$ cat src/hw/ofs_map.svh
`ifndef OFS_MAP_SVH
`define OFS_MAP_SVH

// ****************************************************************
// Register byte addresses
// ****************************************************************
`define OFS_ADDR_W          8
`define OFS_REG_CTRL        8'h00
`define OFS_REG_SPEED       8'h04
`define OFS_REG_STATUS      8'h08
`define OFS_REG_INPUTS      8'h0C
`define OFS_REG_SEL_BASE    8'h40
`define OFS_REG_SEL_LAST    8'h6C

// ****************************************************************
// Field positions
// ****************************************************************
`define OFS_CTRL_REMIND_BIT 0
`define OFS_SPD_ENG_LSB     0
`define OFS_SPD_DIS_LSB     16
`define OFS_SEL_FN_LSB      0
`define OFS_SEL_IDX_LSB     8
`define OFS_ST_OUT_LSB      0
`define OFS_ST_CLUTCH_BIT   16
`define OFS_ST_GOV_BIT      17
`define OFS_ST_RUN_BIT      18
`define OFS_ST_CAN_BIT      19
`define OFS_IN_ADIG_LSB     8
`define OFS_IN_AEN_LSB      16

// ****************************************************************
// Sizes and reset values
// ****************************************************************
`define OFS_NUM_RELAY       6
`define OFS_NUM_OUT         12
`define OFS_NUM_DIN         6
`define OFS_NUM_ADIG        8
`define OFS_SPD_RESET       16'h0000
`define OFS_SEL_RESET       32'h0000_0000

`endif

$ cat src/hw/ofs_pkg.sv
`include "ofs_map.svh"

package ofs_pkg;

    // Engine sequencer state as seen by the output logic
    typedef enum logic [2:0] {
        ENG_STANDBY,
        ENG_IDLE,
        ENG_CRANK,
        ENG_WARMUP,
        ENG_RUN,
        ENG_COOLDOWN
    } ofs_eng_type;

    // Selectable output functions
    typedef enum logic [4:0] {
        FN_NOT_USED,
        FN_FUEL,
        FN_ECU_EN,
        FN_EXCITE,
        FN_CLUTCH,
        FN_GOV,
        FN_SHUTDOWN,
        FN_COMMON_ALARM,
        FN_REMOTE_ALARM,
        FN_DAMPER_NDE,
        FN_NOT_AUTO,
        FN_DAMPER_NE,
        FN_ENG_RUNNING,
        FN_THR_INC,
        FN_THR_DEC,
        FN_DIG_IN,
        FN_ANA_DIG,
        FN_EXT_ALARM,
        FN_PIVOT,
        FN_FAIL_START,
        FN_IGN_OFF_SB,
        FN_IGN_ON_SB
    } ofs_fn_type;

    // Controller status arriving from the sequencer, same clock
    typedef struct packed {
        ofs_eng_type state;
        logic        keyed_on;
        logic        manual;
        logic        shutdown;
        logic        warning;
        logic        overcrank;
        logic        attempts_done;
        logic        start_det;
        logic        stop_det;
        logic        ets_active;
        logic        thr_inc;
        logic        thr_dec;
        logic [15:0] rpm;
    } ofs_ctl_type;

    // Per-output selection word
    typedef struct packed {
        logic [2:0] idx;
        ofs_fn_type fn;
    } ofs_sel_type;

endpackage

$ cat src/hw/ofs_top.sv
`include "ofs_map.svh"

// Summary of operation
// Fuel on in crank/run state only
// ECU enable on unless in standby
// Alternator excite on in crank/run state
// Clutch engages after warm-up at engage speed
// Clutch drops in cool-down at disengage speed
// Governor on after warm-up, off at cool-down
// Shutdown output follows fault shutdown
// Common/remote alarm on any shutdown/warning
// External alarm, silenced by fault reminder
// De-energized damper off during stop delay
// Energized damper on during stop delay
// Not-auto output on in manual mode
// Running output from start to stop detect
// Any digital input may drive outputs
// Analog-as-digital active only at B- level
// Pivot power on in crank/run state
// Failed-to-start on exhausted attempts plus overcrank
// Ignition variant off during standby
// Ignition variant stays on in standby
// Raise/lower outputs carry throttle pulses
// Same function set for all twelve outputs
// No CAN transmit while ECU enable off
// Unused output held permanently off
module ofs_top
    import ofs_pkg::*;
(
    input  wire logic                          ref_clk,        // System clock, 40 MHz
    input  wire logic                          srst,           // Sync reset, active high
    input  wire logic [`OFS_ADDR_W-1:0]        avs_address,    // Byte address
    input  wire logic                          avs_read,       // Read request
    input  wire logic                          avs_write,      // Write request
    input  wire logic [31:0]                   avs_writedata,  // Write data
    input  wire logic [3:0]                    avs_byteenable, // Byte lanes
    output logic      [31:0]                   avs_readdata,   // Read data
    output logic                               avs_waitrequest,// Stall
    input  wire ofs_ctl_type                   ctl,            // Sequencer status
    input  wire logic [`OFS_NUM_DIN-1:0]       din_pin,        // Digital input pins, active high
    input  wire logic [`OFS_NUM_ADIG-1:0]      adig_pin,       // Analog-digital pins, high = open
    output logic      [`OFS_NUM_RELAY-1:0]     relay_out,      // Relay drivers
    output logic      [`OFS_NUM_RELAY-1:0]     dig_out,        // Digital output drivers
    output logic                               can_tx_en       // CAN transmit permit
);

    localparam int NO = `OFS_NUM_OUT;

    // ****************************************************************
    // Pin synchronisers
    // ****************************************************************
    logic [`OFS_NUM_DIN-1:0]  din_s1_r;
    logic [`OFS_NUM_DIN-1:0]  din_s2_r;
    logic [`OFS_NUM_ADIG-1:0] adig_s1_r;
    logic [`OFS_NUM_ADIG-1:0] adig_s2_r;

    always_ff @(posedge ref_clk) begin
        if (srst) begin
            din_s1_r  <= '0;
            din_s2_r  <= '0;
            adig_s1_r <= '1;
            adig_s2_r <= '1;
        end else begin
            din_s1_r  <= din_pin;
            din_s2_r  <= din_s1_r;
            adig_s1_r <= adig_pin;
            adig_s2_r <= adig_s1_r;
        end
    end

    // Only a pull to battery negative counts as active
    wire logic [`OFS_NUM_ADIG-1:0] adig_act = ~adig_s2_r;

    // ****************************************************************
    // Registers
    // ****************************************************************
    logic                        remind_en_r;
    logic [15:0]                 engage_rpm_r;
    logic [15:0]                 disengage_rpm_r;
    logic [`OFS_NUM_ADIG-1:0]    adig_alarm_en_r;
    ofs_sel_type                 sel_r [NO];
    logic                        wait_r;
    logic [31:0]                 rdata_r;

    wire logic req      = avs_read | avs_write;
    wire logic accept   = req & ~wait_r;
    wire logic wr_acc   = accept & avs_write;
    wire logic in_sel   = (avs_address >= `OFS_REG_SEL_BASE) &&
                          (avs_address <= `OFS_REG_SEL_LAST) &&
                          (avs_address[1:0] == 2'b00);
    wire logic [7:0] sel_off = avs_address - `OFS_REG_SEL_BASE;
    wire logic [3:0] sel_idx = sel_off[5:2];
    wire logic hit_ctrl   = avs_address == `OFS_REG_CTRL;
    wire logic hit_speed  = avs_address == `OFS_REG_SPEED;
    wire logic hit_status = avs_address == `OFS_REG_STATUS;
    wire logic hit_inputs = avs_address == `OFS_REG_INPUTS;

    // Byte-lane merge of write data into an existing word
    function automatic logic [31:0] merge(input logic [31:0] old_v,
                                          input logic [31:0] new_v,
                                          input logic [3:0]  be);
        logic [31:0] res;
        res = old_v;
        for (int b = 0; b < 4; b++) begin
            if (be[b]) begin
                res[8*b +: 8] = new_v[8*b +: 8];
            end
        end
        return res;
    endfunction

    wire logic [31:0] ctrl_word  = {31'h0000_0000, remind_en_r};
    wire logic [31:0] speed_word = {disengage_rpm_r, engage_rpm_r};
    wire logic [31:0] ctrl_nxt   = merge(ctrl_word, avs_writedata, avs_byteenable);
    wire logic [31:0] speed_nxt  = merge(speed_word, avs_writedata, avs_byteenable);
    wire logic [31:0] inputs_wr  = merge({8'h00, adig_alarm_en_r, 16'h0000},
                                         avs_writedata, avs_byteenable);

    // Answer one edge after the request is seen; waitrequest drops for that edge
    always_ff @(posedge ref_clk) begin
        if (srst) begin
            wait_r <= 1'b1;
        end else begin
            wait_r <= ~(req & wait_r);
        end
    end

    always_ff @(posedge ref_clk) begin
        if (srst) begin
            remind_en_r     <= 1'b0;
            engage_rpm_r    <= `OFS_SPD_RESET;
            disengage_rpm_r <= `OFS_SPD_RESET;
            adig_alarm_en_r <= '0;
        end else if (wr_acc) begin
            if (hit_ctrl) begin
                remind_en_r <= ctrl_nxt[`OFS_CTRL_REMIND_BIT];
            end
            if (hit_speed) begin
                engage_rpm_r    <= speed_nxt[`OFS_SPD_ENG_LSB +: 16];
                disengage_rpm_r <= speed_nxt[`OFS_SPD_DIS_LSB +: 16];
            end
            if (hit_inputs) begin
                adig_alarm_en_r <= inputs_wr[`OFS_IN_AEN_LSB +: `OFS_NUM_ADIG];
            end
        end
    end

    // Selection words, one per output, same layout for relays and digitals
    genvar gs;
    generate
        for (gs = 0; gs < NO; gs++) begin : g_sel
            wire logic [31:0] old_w = {21'h00_0000, sel_r[gs].idx, 3'h0, sel_r[gs].fn};
            wire logic [31:0] new_w = merge(old_w, avs_writedata, avs_byteenable);
            always_ff @(posedge ref_clk) begin
                if (srst) begin
                    sel_r[gs] <= ofs_sel_type'(`OFS_SEL_RESET);
                end else if (wr_acc && in_sel && sel_idx == 4'(gs)) begin
                    sel_r[gs].fn  <= ofs_fn_type'(new_w[`OFS_SEL_FN_LSB +: 5]);
                    sel_r[gs].idx <= new_w[`OFS_SEL_IDX_LSB +: 3];
                end
            end
        end
    endgenerate

    // ****************************************************************
    // Engine-derived conditions
    // ****************************************************************
    logic clutch_r;
    logic gov_r;
    logic running_r;

    wire logic crank_run  = (ctl.state == ENG_CRANK) || (ctl.state == ENG_WARMUP) ||
                            (ctl.state == ENG_RUN) || (ctl.state == ENG_COOLDOWN);
    wire logic warm_done  = ctl.state == ENG_RUN;
    wire logic in_cool    = ctl.state == ENG_COOLDOWN;
    wire logic standby    = ctl.state == ENG_STANDBY;
    wire logic any_alarm  = ctl.shutdown | ctl.warning |
                            |(adig_act & adig_alarm_en_r);

    wire logic fuel_lvl   = crank_run;
    wire logic ecu_lvl    = ~standby;
    wire logic excite_lvl = crank_run;
    wire logic pivot_lvl  = crank_run;
    wire logic ext_lvl    = any_alarm & ~remind_en_r;
    wire logic nde_lvl    = ctl.keyed_on & ~ctl.ets_active;
    wire logic ne_lvl     = ctl.ets_active;
    wire logic fail_lvl   = ctl.attempts_done & ctl.overcrank;
    wire logic ign_off_sb = ctl.keyed_on & ~standby;
    wire logic ign_on_sb  = ctl.keyed_on;

    // Clutch is a latch: engage and release thresholds differ, so hold between them
    always_ff @(posedge ref_clk) begin
        if (srst) begin
            clutch_r <= 1'b0;
        end else if (warm_done && ctl.rpm >= engage_rpm_r) begin
            clutch_r <= 1'b1;
        end else if (in_cool && ctl.rpm <= disengage_rpm_r) begin
            clutch_r <= 1'b0;
        end else if (!warm_done && !in_cool) begin
            clutch_r <= 1'b0;
        end
    end

    // Governor follows the state through one register so it drops one clock after cool-down begins
    always_ff @(posedge ref_clk) begin
        if (srst) begin
            gov_r <= 1'b0;
        end else begin
            gov_r <= (ctl.state == ENG_RUN);
        end
    end

    // Start detection wins over a stop seen in the same cycle
    always_ff @(posedge ref_clk) begin
        if (srst) begin
            running_r <= 1'b0;
        end else if (ctl.start_det) begin
            running_r <= 1'b1;
        end else if (ctl.stop_det) begin
            running_r <= 1'b0;
        end
    end

    // ****************************************************************
    // Per-output function selection
    // ****************************************************************
    logic [NO-1:0] out_lvl;
    logic [NO-1:0] out_r;

    genvar go;
    generate
        for (go = 0; go < NO; go++) begin : g_out
            wire ofs_fn_type fn  = sel_r[go].fn;
            wire logic [2:0] idx = sel_r[go].idx;
            wire logic din_hit   = (idx < 3'(`OFS_NUM_DIN)) ? din_s2_r[idx] : 1'b0;
            wire logic adig_hit  = adig_act[idx];
            always_comb begin
                case (fn)
                    FN_FUEL:         out_lvl[go] = fuel_lvl;
                    FN_ECU_EN:       out_lvl[go] = ecu_lvl;
                    FN_EXCITE:       out_lvl[go] = excite_lvl;
                    FN_CLUTCH:       out_lvl[go] = clutch_r;
                    FN_GOV:          out_lvl[go] = gov_r;
                    FN_SHUTDOWN:     out_lvl[go] = ctl.shutdown;
                    FN_COMMON_ALARM: out_lvl[go] = any_alarm;
                    FN_REMOTE_ALARM: out_lvl[go] = any_alarm;
                    FN_DAMPER_NDE:   out_lvl[go] = nde_lvl;
                    FN_NOT_AUTO:     out_lvl[go] = ctl.manual;
                    FN_DAMPER_NE:    out_lvl[go] = ne_lvl;
                    FN_ENG_RUNNING:  out_lvl[go] = running_r;
                    FN_THR_INC:      out_lvl[go] = ctl.thr_inc;
                    FN_THR_DEC:      out_lvl[go] = ctl.thr_dec;
                    FN_DIG_IN:       out_lvl[go] = din_hit;
                    FN_ANA_DIG:      out_lvl[go] = adig_hit;
                    FN_EXT_ALARM:    out_lvl[go] = ext_lvl;
                    FN_PIVOT:        out_lvl[go] = pivot_lvl;
                    FN_FAIL_START:   out_lvl[go] = fail_lvl;
                    FN_IGN_OFF_SB:   out_lvl[go] = ign_off_sb;
                    FN_IGN_ON_SB:    out_lvl[go] = ign_on_sb;
                    // Unused and undefined codes stay off whatever else happens
                    default:         out_lvl[go] = 1'b0;
                endcase
            end
        end
    endgenerate

    always_ff @(posedge ref_clk) begin
        if (srst) begin
            out_r <= '0;
        end else begin
            out_r <= out_lvl;
        end
    end

    assign relay_out = out_r[`OFS_NUM_RELAY-1:0];
    assign dig_out   = out_r[NO-1:`OFS_NUM_RELAY];

    // ****************************************************************
    // CAN transmit gate
    // ****************************************************************
    // Gated by the same level that drives any ECU-enable output
    always_ff @(posedge ref_clk) begin
        if (srst) begin
            can_tx_en <= 1'b0;
        end else begin
            can_tx_en <= ecu_lvl;
        end
    end

    // ****************************************************************
    // Read path
    // ****************************************************************
    wire logic [31:0] status_word = {12'h000, can_tx_en, running_r, gov_r, clutch_r,
                                     4'h0, out_r};
    wire logic [31:0] inputs_word = {8'h00, adig_alarm_en_r, adig_act, 2'b00, din_s2_r};
    wire ofs_sel_type sel_rd      = sel_r[sel_idx];
    wire logic [31:0] sel_word    = {21'h00_0000, sel_rd.idx, 3'h0, sel_rd.fn};
    wire logic [31:0] rd_mux      = hit_ctrl   ? ctrl_word   :
                                    hit_speed  ? speed_word  :
                                    hit_status ? status_word :
                                    hit_inputs ? inputs_word :
                                    in_sel     ? sel_word    : 32'h0000_0000;

    always_ff @(posedge ref_clk) begin
        if (srst) begin
            rdata_r <= 32'h0000_0000;
        end else if (req && wait_r) begin
            rdata_r <= avs_read ? rd_mux : 32'h0000_0000;
        end
    end

    assign avs_readdata    = rdata_r;
    assign avs_waitrequest = wait_r;

endmodule
$ cat config.mk
export PLATFORM = sky130hd
export DESIGN_NAME = ofs_top
export DESIGN_NICKNAME = d
export VERILOG_FILES = /design/src/hw/ofs_pkg.sv /design/src/hw/ofs_top.sv
export VERILOG_INCLUDE_DIRS = /design/src /design/src/hw
export SDC_FILE = /design/constraint.sdc
export NUM_CORES = 1
export LEC_CHECK = 0
export ABC_AREA = 1
export BUFFER_PORTS_ARGS = -buffer_cell sky130_fd_sc_hd__buf_4
export CORE_AREA = 2 2 165 167
export CTS_CLUSTER_SIZE = 28
export DETAILED_ROUTE_END_ITERATION = 16
export DIE_AREA = 0 0 167 169
export HOLD_SLACK_MARGIN = 0.05
export PLACE_DENSITY = 0.72
export SYNTH_ARGS = -nofsm -noshare
export SYNTH_HDL_FRONTEND = slang
export SYNTH_SLANG_ARGS = --single-unit
$ cat constraint.sdc
create_clock -name ref_clk -period 3 [get_ports ref_clk]
set_clock_uncertainty 0.15 [all_clocks]
set_input_delay 0.45 -clock ref_clk [delete_from_list [all_inputs] [get_ports ref_clk]]
set_output_delay 0.45 -clock ref_clk [all_outputs]
set_load 0.005 [all_outputs]
==> impl_metrics.py, run 1 <==
metrics = {
    "floorplanning": {
        "num_rows": 60,
        "coreArea_mm2": 0.0265,
        "fp.dieW_um": 167,
        "die_h_um": 169,
        "die_area_mm2": 0.0282,
        "start_util": 0.539,
        "pin_count": 138,
    },
    "clock_tree": {
        "cts_max_level": 1,
        "clockBufferDepth": 3,
        "numCtsBuffers": 22,
        "cts_resized": 0,
        "root_buffer": "clkbuf_16",
        "clkTransAtPathRegs_ns": 0.06,
        "clock_latency_ns": 0.53,
        "clkSinkCount": 214,
        "cts_tree": "done",
    },
    "pwr": {
        "p_leak_nw": 7.43,
        "max-vdd-ir-drop_mv": 0.522,
        "power_density_mw_per_mm2": 412,
    },
    "drt": {
        "dr.pass1.iters": 7,
        "viasPerCell": 6.08,
        "drt_iter0_drc": 2783,
        "drc": 0,
        "antenna_left": 0,
        "dr_total_vias": 16143,
        "wl_per_cell_um": 22.1,
        "finalWirelength_um": 58800,
    },
    "sta": {
        "fin_ws_ns": 0.475,
        "fin_tns_setup_ns": 0,
        "final_max_slew_viol_count": 0,
        "period_minus_slack_ns": 2.53,
        "fmaxAchievable_mhz": 396,
        "rsz0062_at_grt": "false",
        "hold_viol_final": 0,
        "finalCritPeriodShare": 0.842,
        "tightest_slew_ns": 0.877,
        "finalSetupViolCount": 0,
        "slew_headroom": 0.415,
    },
    "placed_design": {
        "place_congestion": 1.06,
        "port_buffers": 137,
        "dp_slack_ns": 0.139,
        "hpwl_um": 43300,
    },
    "worst_setup_path": {
        "slowest_delay_ns": 0.65,
        "critical_path.max_fanout": 10,
        "path_delay_family": "simple AND/OR/NAND/NOR gates",
        "path_class": "reg2reg",
        "cp-start-kind": "register",
        "worst-path-buf-inv": 2,
        "worstPathCellList": "inv_1 -> nor3_1 -> nand3_1 -> nand2_1 -> nand3b_1 -> nand2_1 -> inv_1",
        "endpoint_kind": "register",
        "crit_path_top_delay_cell": "edfxtp_1",
        "required_ns": 3.32,
        "worstPathArrival_ns": 2.85,
    },
    "logic_synthesis": {
        "yosysTopAreaCellShare": 0.202,
        "ys_async_sr_fraction": 0,
        "synth-simple-area-share": 0.331,
        "yosysSeqAreaShare": 0.367,
        "synth-edff-count": 96,
        "synth_compound_area_frac": 0.175,
        "synth_top_family_by_area": "simple AND/OR/NAND/NOR gates",
        "synthCells": 2153,
        "synthFlopType": "dfxtp_1",
        "yosys_warnings": 0,
        "syn-num-nets": 2277,
        "synth.area.top_cells": "edfxtp_1 20%, dfxtp_1 17%, nand2_1 10%",
        "synth.distinct_cells": 42,
        "synth_fa_ha_area_frac": 0.0280,
        "ys_seq_elements": 214,
        "synth.cell_area_mm2": 0.0143,
        "yosysTopAreaCell": "edfxtp_1",
        "synth_mux_area_frac": 0,
        "synth_xor_xnor_area_share": 0,
        "syn_area_per_cell_um2": 6.64,
    },
    "layout": {
        "nets": 2427,
        "drive_gt1_frac": 0.121,
        "fillCellCount": 2513,
        "n_antenna_cell": 0,
        "synthToLayoutAreaGrowth_pct": 16.9,
    },
    "hold_path": {
        "hold_path_class": "in2reg",
    },
    "global_route": {
        "grt_pass1_wl_um": 86700,
        "grt_pass1_vias": 14289,
        "grt_antenna_before_repair": 0,
        "grt_usage": 0.404,
        "grt_max_degree": 80,
        "overflow": 0,
    },
    "job": {
        "max-cap-violations": 0,
    },
    "run_status": {
        "status": "completed",
    },
}
## sequential cells by signal, indices dropped and copies added, names as in the netlist
name	count
disengage_rpm_r	16
din_s1_r	6
din_s2_r	6
adig_s2_r	8
sel_r	96
gov_r	1
engage_rpm_r	16
remind_en_r	1
can_tx_en	1
running_r	1
clutch_r	1
adig_s1_r	8
adig_alarm_en_r	8
out_r	12
avs_readdata	32
avs_waitrequest	1
## area by class of cell
type / count / area [µm²] / area share
clock buffers: 31 / 604 / 0.0362
clock inverters: 6 / 48.8 / 0.00292
inverters: 270 / 1020 / 0.0611
multi-input cells: 1579 / 7640 / 0.457
flip-flops and latches: 214 / 5250 / 0.314
well taps: 341 / 427 / 0.0255
repair buffers: 216 / 1720 / 0.103
## metal layers
| layer | part of all wire | GRT usage | vias to the layer above |
|---|---|---|---|
| li1 | - | - | 7450 |
| met4 | 0.042 | 0.151 | 0 |
| met3 | 0.15 | 0.128 | 188 |
| met2 | 0.41 | 0.581 | 1136 |
| met5 | 0 | 0 | - |
| met1 | 0.40 | 0.567 | 7369 |
## cells by family after synthesis
group / Yosys count
AOI/OAI and AO/OA: 474
adders and majority gates: 32
buffers and inverters: 360
DFF: 214
and+or+nand+nor: 1073
## report_power, final
| group | total, mW | switching [mW] | internal (mW) |
|---|---|---|---|
| Combinational | 1.03 | 0.686 | 0.346 |
| Sequential | 3.27 | 0.150 | 3.12 |
| Clock | 2.59 | 1.18 | 1.41 |
| Total | 6.89 | 2.01 | 4.88 |
## stage by stage
step | util | instance area (µm²) | instances | power, mW | hold WS [ns]
floorplan | - | 14300 | 2153 | 3.78 | 0.238
global placement | 0.592 | 15700 | 2584 | 4.25 | 0.240
detailed placement | 0.592 | 15700 | 2584 | 4.27 | 0.242
CTS | 0.631 | 16700 | 2657 | 6.83 | 0.0557
global route | 0.631 | 16700 | 2657 | 7.06 | 0.0788
finish | 0.631 | 16700 | 2657 | 6.89 | 0.0516
## cells in the mapped netlist, types with 2 or more instances
cell type    n
a21oi_1    202
a31oi_1      2
buf_1        2
buf_2       12
buf_4        4
buf_6        3
clkbuf_1    69
clkinv_1     2
dfxtp_1    118
edfxtp_1    96
ha_1        32
inv_1      260
inv_2        5
inv_4        3
nand2_1    383
nand2_2     15
nand2_4      2
nand3_1    163
nand3_4      2
nand3b_1     8
nand4_1     41
nor2_1     358
nor2_4       7
nor3_1      59
nor3_4       5
nor4_1       6
o211ai_1     9
o211ai_2     3
o21ai_0    215
o21ai_1      3
o21ai_2      3
o22ai_1     22
o31ai_1     10
or2_2       21
## cell usage in the layout (no fill, tap or decap), types with 3 or more instances in the layout
cell           instances
inv_1                259
nand2_1              383
nor4_1                 6
buf_4                179
or2_2                 21
clkbuf_16             22
nand3b_1               8
a21oi_1              202
o22ai_1               22
nor3_1                59
o21ai_0              215
nand4_1               41
nor2_1               358
nand3_1              163
nor2_4                 7
dlygate4sd3_1         36
ha_1                  32
o211ai_1               9
o211ai_2               3
edfxtp_1              96
clkbuf_1               7
inv_4                  3
clkinv_2               3
o21ai_2                4
o31ai_1               10
dfxtp_1              118
inv_2                  6
nand2_2               15
nor3_4                 5
## final timing paths
path | start | end | slack, ns | depth (start not counted)
worst max-delay path | sel_r[9][4] | out_r[9] | 0.47 | 7
worst min-delay path | avs_writedata[6] | engage_rpm_r[6] | 0.05 | 3
worst max register to register | sel_r[9][4] | out_r[9] | 0.47 | 7
worst min register to register | din_s1_r[2] | din_s2_r[2] | 0.25 | 2
## worst register-to-register path, cell delays in order, from the launching register on
cell and delay (ns):
edfxtp_1 0.65, inv_1 0.20, nor3_1 0.62, nand3_1 0.31, nand2_1 0.12, nand3b_1 0.12, nand2_1 0.18, inv_1 0.12
## timing repair
item                                   4_1_cts  5_1_grt
hold buffers                                36        0
setup buffers                                0        0
setup endpoints to repair                    0        0
endpoints found under the hold margin       37        0
No activity file was read; power rests on OpenSTA's default activity.
==> run 2, diff against run 1 <==
--- a/config.mk
+++ b/config.mk
@@ -13,7 +13,7 @@
 export DETAILED_ROUTE_END_ITERATION = 16
 export DIE_AREA = 0 0 167 169
 export HOLD_SLACK_MARGIN = 0.05
-export PLACE_DENSITY = 0.72
+export PLACE_DENSITY = 0.75
 export SYNTH_ARGS = -nofsm -noshare
 export SYNTH_HDL_FRONTEND = slang
 export SYNTH_SLANG_ARGS = --single-unit
==> constraint.sdc (replaced) <==
create_clock -name ref_clk -period 2.1 [get_ports ref_clk]
set_clock_uncertainty 0.15 [all_clocks]
set_input_delay 0.315 -clock ref_clk [delete_from_list [all_inputs] [get_ports ref_clk]]
set_output_delay 0.315 -clock ref_clk [all_outputs]
set_load 0.005 [all_outputs]
==> impl_metrics.py, run 2 (synthesis gave the netlist of run 1 again) <==
metrics = {
    "run_status": {
        "status": "completed",
    },
    "worst_setup_path": {
        "worst-path-buf-inv": 6,
        "required_ns": 2.38,
        "path_delay_family": "buffers and inverters",
        "worstPathCellList": "dlygate4sd3_1 -> buf_4 -> inv_1 -> nand3b_1 -> buf_4 -> buf_2 -> nand3_1 -> nand4_1 -> nor2_1 -> nand3_1 -> nand2_1 -> inv_1",
        "cp-start-kind": "primary input",
        "endpoint_kind": "register",
        "worstPathArrival_ns": 2.35,
        "path_class": "in2reg",
        "slowest_delay_ns": 0.54,
        "critical_path.max_fanout": 5,
        "crit_path_top_delay_cell": "dlygate4sd3_1",
    },
    "drt": {
        "drc": 0,
        "finalWirelength_um": 58500,
        "antenna_left": 0,
        "wl_per_cell_um": 20.8,
        "drt_iter0_drc": 2809,
        "dr.pass1.iters": 8,
        "viasPerCell": 6.02,
        "dr_total_vias": 16980,
    },
    "sta": {
        "period_minus_slack_ns": 2.07,
        "fin_tns_setup_ns": 0,
        "finalCritPeriodShare": 0.985,
        "fmaxAchievable_mhz": 484,
        "rsz0062_at_grt": "false",
        "fin_ws_ns": 0.0321,
        "finalSetupViolCount": 0,
        "tightest_slew_ns": 0.754,
        "hold_viol_final": 0,
        "slew_headroom": 0.497,
        "final_max_slew_viol_count": 0,
    },
    "layout": {
        "multi_input_area_mm2": 0.00768,
        "synthToLayoutAreaGrowth_pct": 27.6,
        "final_area_mm2": 0.0182,
        "post-route-util": 0.688,
        "drive_gt1_frac": 0.178,
        "final_common_cell": "nand2_1",
        "final_cell_mix": "382 x nand2_1, 355 x nor2_1, 305 x buf_4",
        "seq_area_mm2": 0.00525,
        "fillCellCount": 2235,
        "top_register": "sel_r",
        "largest_register_ffs": 96,
        "nets": 2582,
    },
    "floorplanning": {
        "coreArea_mm2": 0.0265,
        "die_area_mm2": 0.0282,
        "pin_count": 138,
        "num_rows": 60,
        "die_h_um": 169,
        "start_util": 0.539,
        "fp.dieW_um": 167,
    },
    "pwr": {
        "max-vdd-ir-drop_mv": 0.652,
        "switching_share": 0.282,
        "p_clk_frac": 0.410,
        "p_int_mw": 7.67,
        "pwr-share-comb": 0.157,
        "p_switching_mw": 3.01,
        "p_seq_frac": 0.433,
        "p_leak_nw": 8.29,
        "power_density_mw_per_mm2": 586,
    },
    "global_route": {
        "grt_usage": 0.404,
        "grt_antenna_before_repair": 1,
        "grt_pass1_wl_um": 88400,
        "overflow": 0,
        "grt_pass1_vias": 15716,
        "grt_max_degree": 80,
    },
    "clock_tree": {
        "cts_max_level": 1,
        "numCtsBuffers": 25,
        "clockBufferDepth": 3,
        "root_buffer": "clkbuf_16",
        "clock_latency_ns": 0.55,
        "clkSinkCount": 214,
        "clkTransAtPathRegs_ns": 0.06,
        "cts_tree": "done",
    },
    "placed_design": {
        "place_congestion": 1.09,
        "hpwl_um": 42800,
        "port_buffers": 137,
        "dp_slack_ns": -0.198,
        "placed_area_mm2": 0.0168,
    },
    "job": {
        "max-cap-violations": 0,
    },
    "hold_path": {
        "hold_path_class": "in2reg",
    },
}
-- run 2: worst reg2reg max path: cells and delay by family, from the launching register on --
family | cells | cell delay, ns
simple gates | 6 | 0.61
compound gates | 2 | 0.38
buf+inv | 2 | 0.33
flops | 1 | 0.48
-- run 2: per-layer routing --
layer / GRT usage / vias to the layer above / wire length (µm)
met3: 0.0975 / 270 / 8500
met4: 0.209 / 0 / 3450
met1: 0.548 / 7684 / 22300
met2: 0.600 / 1248 / 24300
met5: 0 / - / 0
li1: - / 7778 / -
-- run 2: area by class of cell --
type	instances	share of cell area
multi-input cells	1579	0.421
flip-flops and latches	214	0.287
diodes	1	0.000137
clock buffers	32	0.0374
repair buffers	368	0.167
well taps	341	0.0234
clock inverters	14	0.00796
inverters	270	0.0562
-- run 2: worst paths after layout --
check,startpoint,to,slack (ns),cells after the start
max,ctl[27],out_r[11],0.03,12
min,ctl[28],clutch_r,0.08,7
max reg2reg,adig_s2_r[3],out_r[11],0.04,10
min reg2reg,adig_s1_r[1],adig_s2_r[1],0.24,1
-- run 2: through the flow --
step,hold slack [ns],std cells,total power [mW]
after global routing,0.147,2818,11.0
final,0.0807,2819,10.7
after detailed placement,0.243,2718,6.22
after CTS,0.0590,2813,10.6
after floorplan,0.238,2153,5.41
after global placement,0.239,2718,6.19
-- run 2: power groups by stage --
| stage | combinational (mW) | sequential [mW] | clock (mW) |
|---|---|---|---|
| after global routing | 1.78 | 4.63 | 4.56 |
| after global placement | 1.50 | 4.70 | 0 |
| after CTS | 1.60 | 4.61 | 4.37 |
| after detailed placement | 1.52 | 4.70 | 0 |
| final | 1.68 | 4.62 | 4.39 |
| after floorplan | 0.787 | 4.62 | 0 |
-- run 2: repair_timing --
| item | in CTS | in global routing |
|---|---|---|
| hold buffers | 48 | 0 |
| endpoints found under the setup margin | 3 | 81 |
| setup buffers | 1 | 5 |
| pin swaps | 2 | 10 |
| resized for setup | 2 | 15 |
| hold endpoints to repair | 54 | 0 |
| cloned | 0 | 1 |
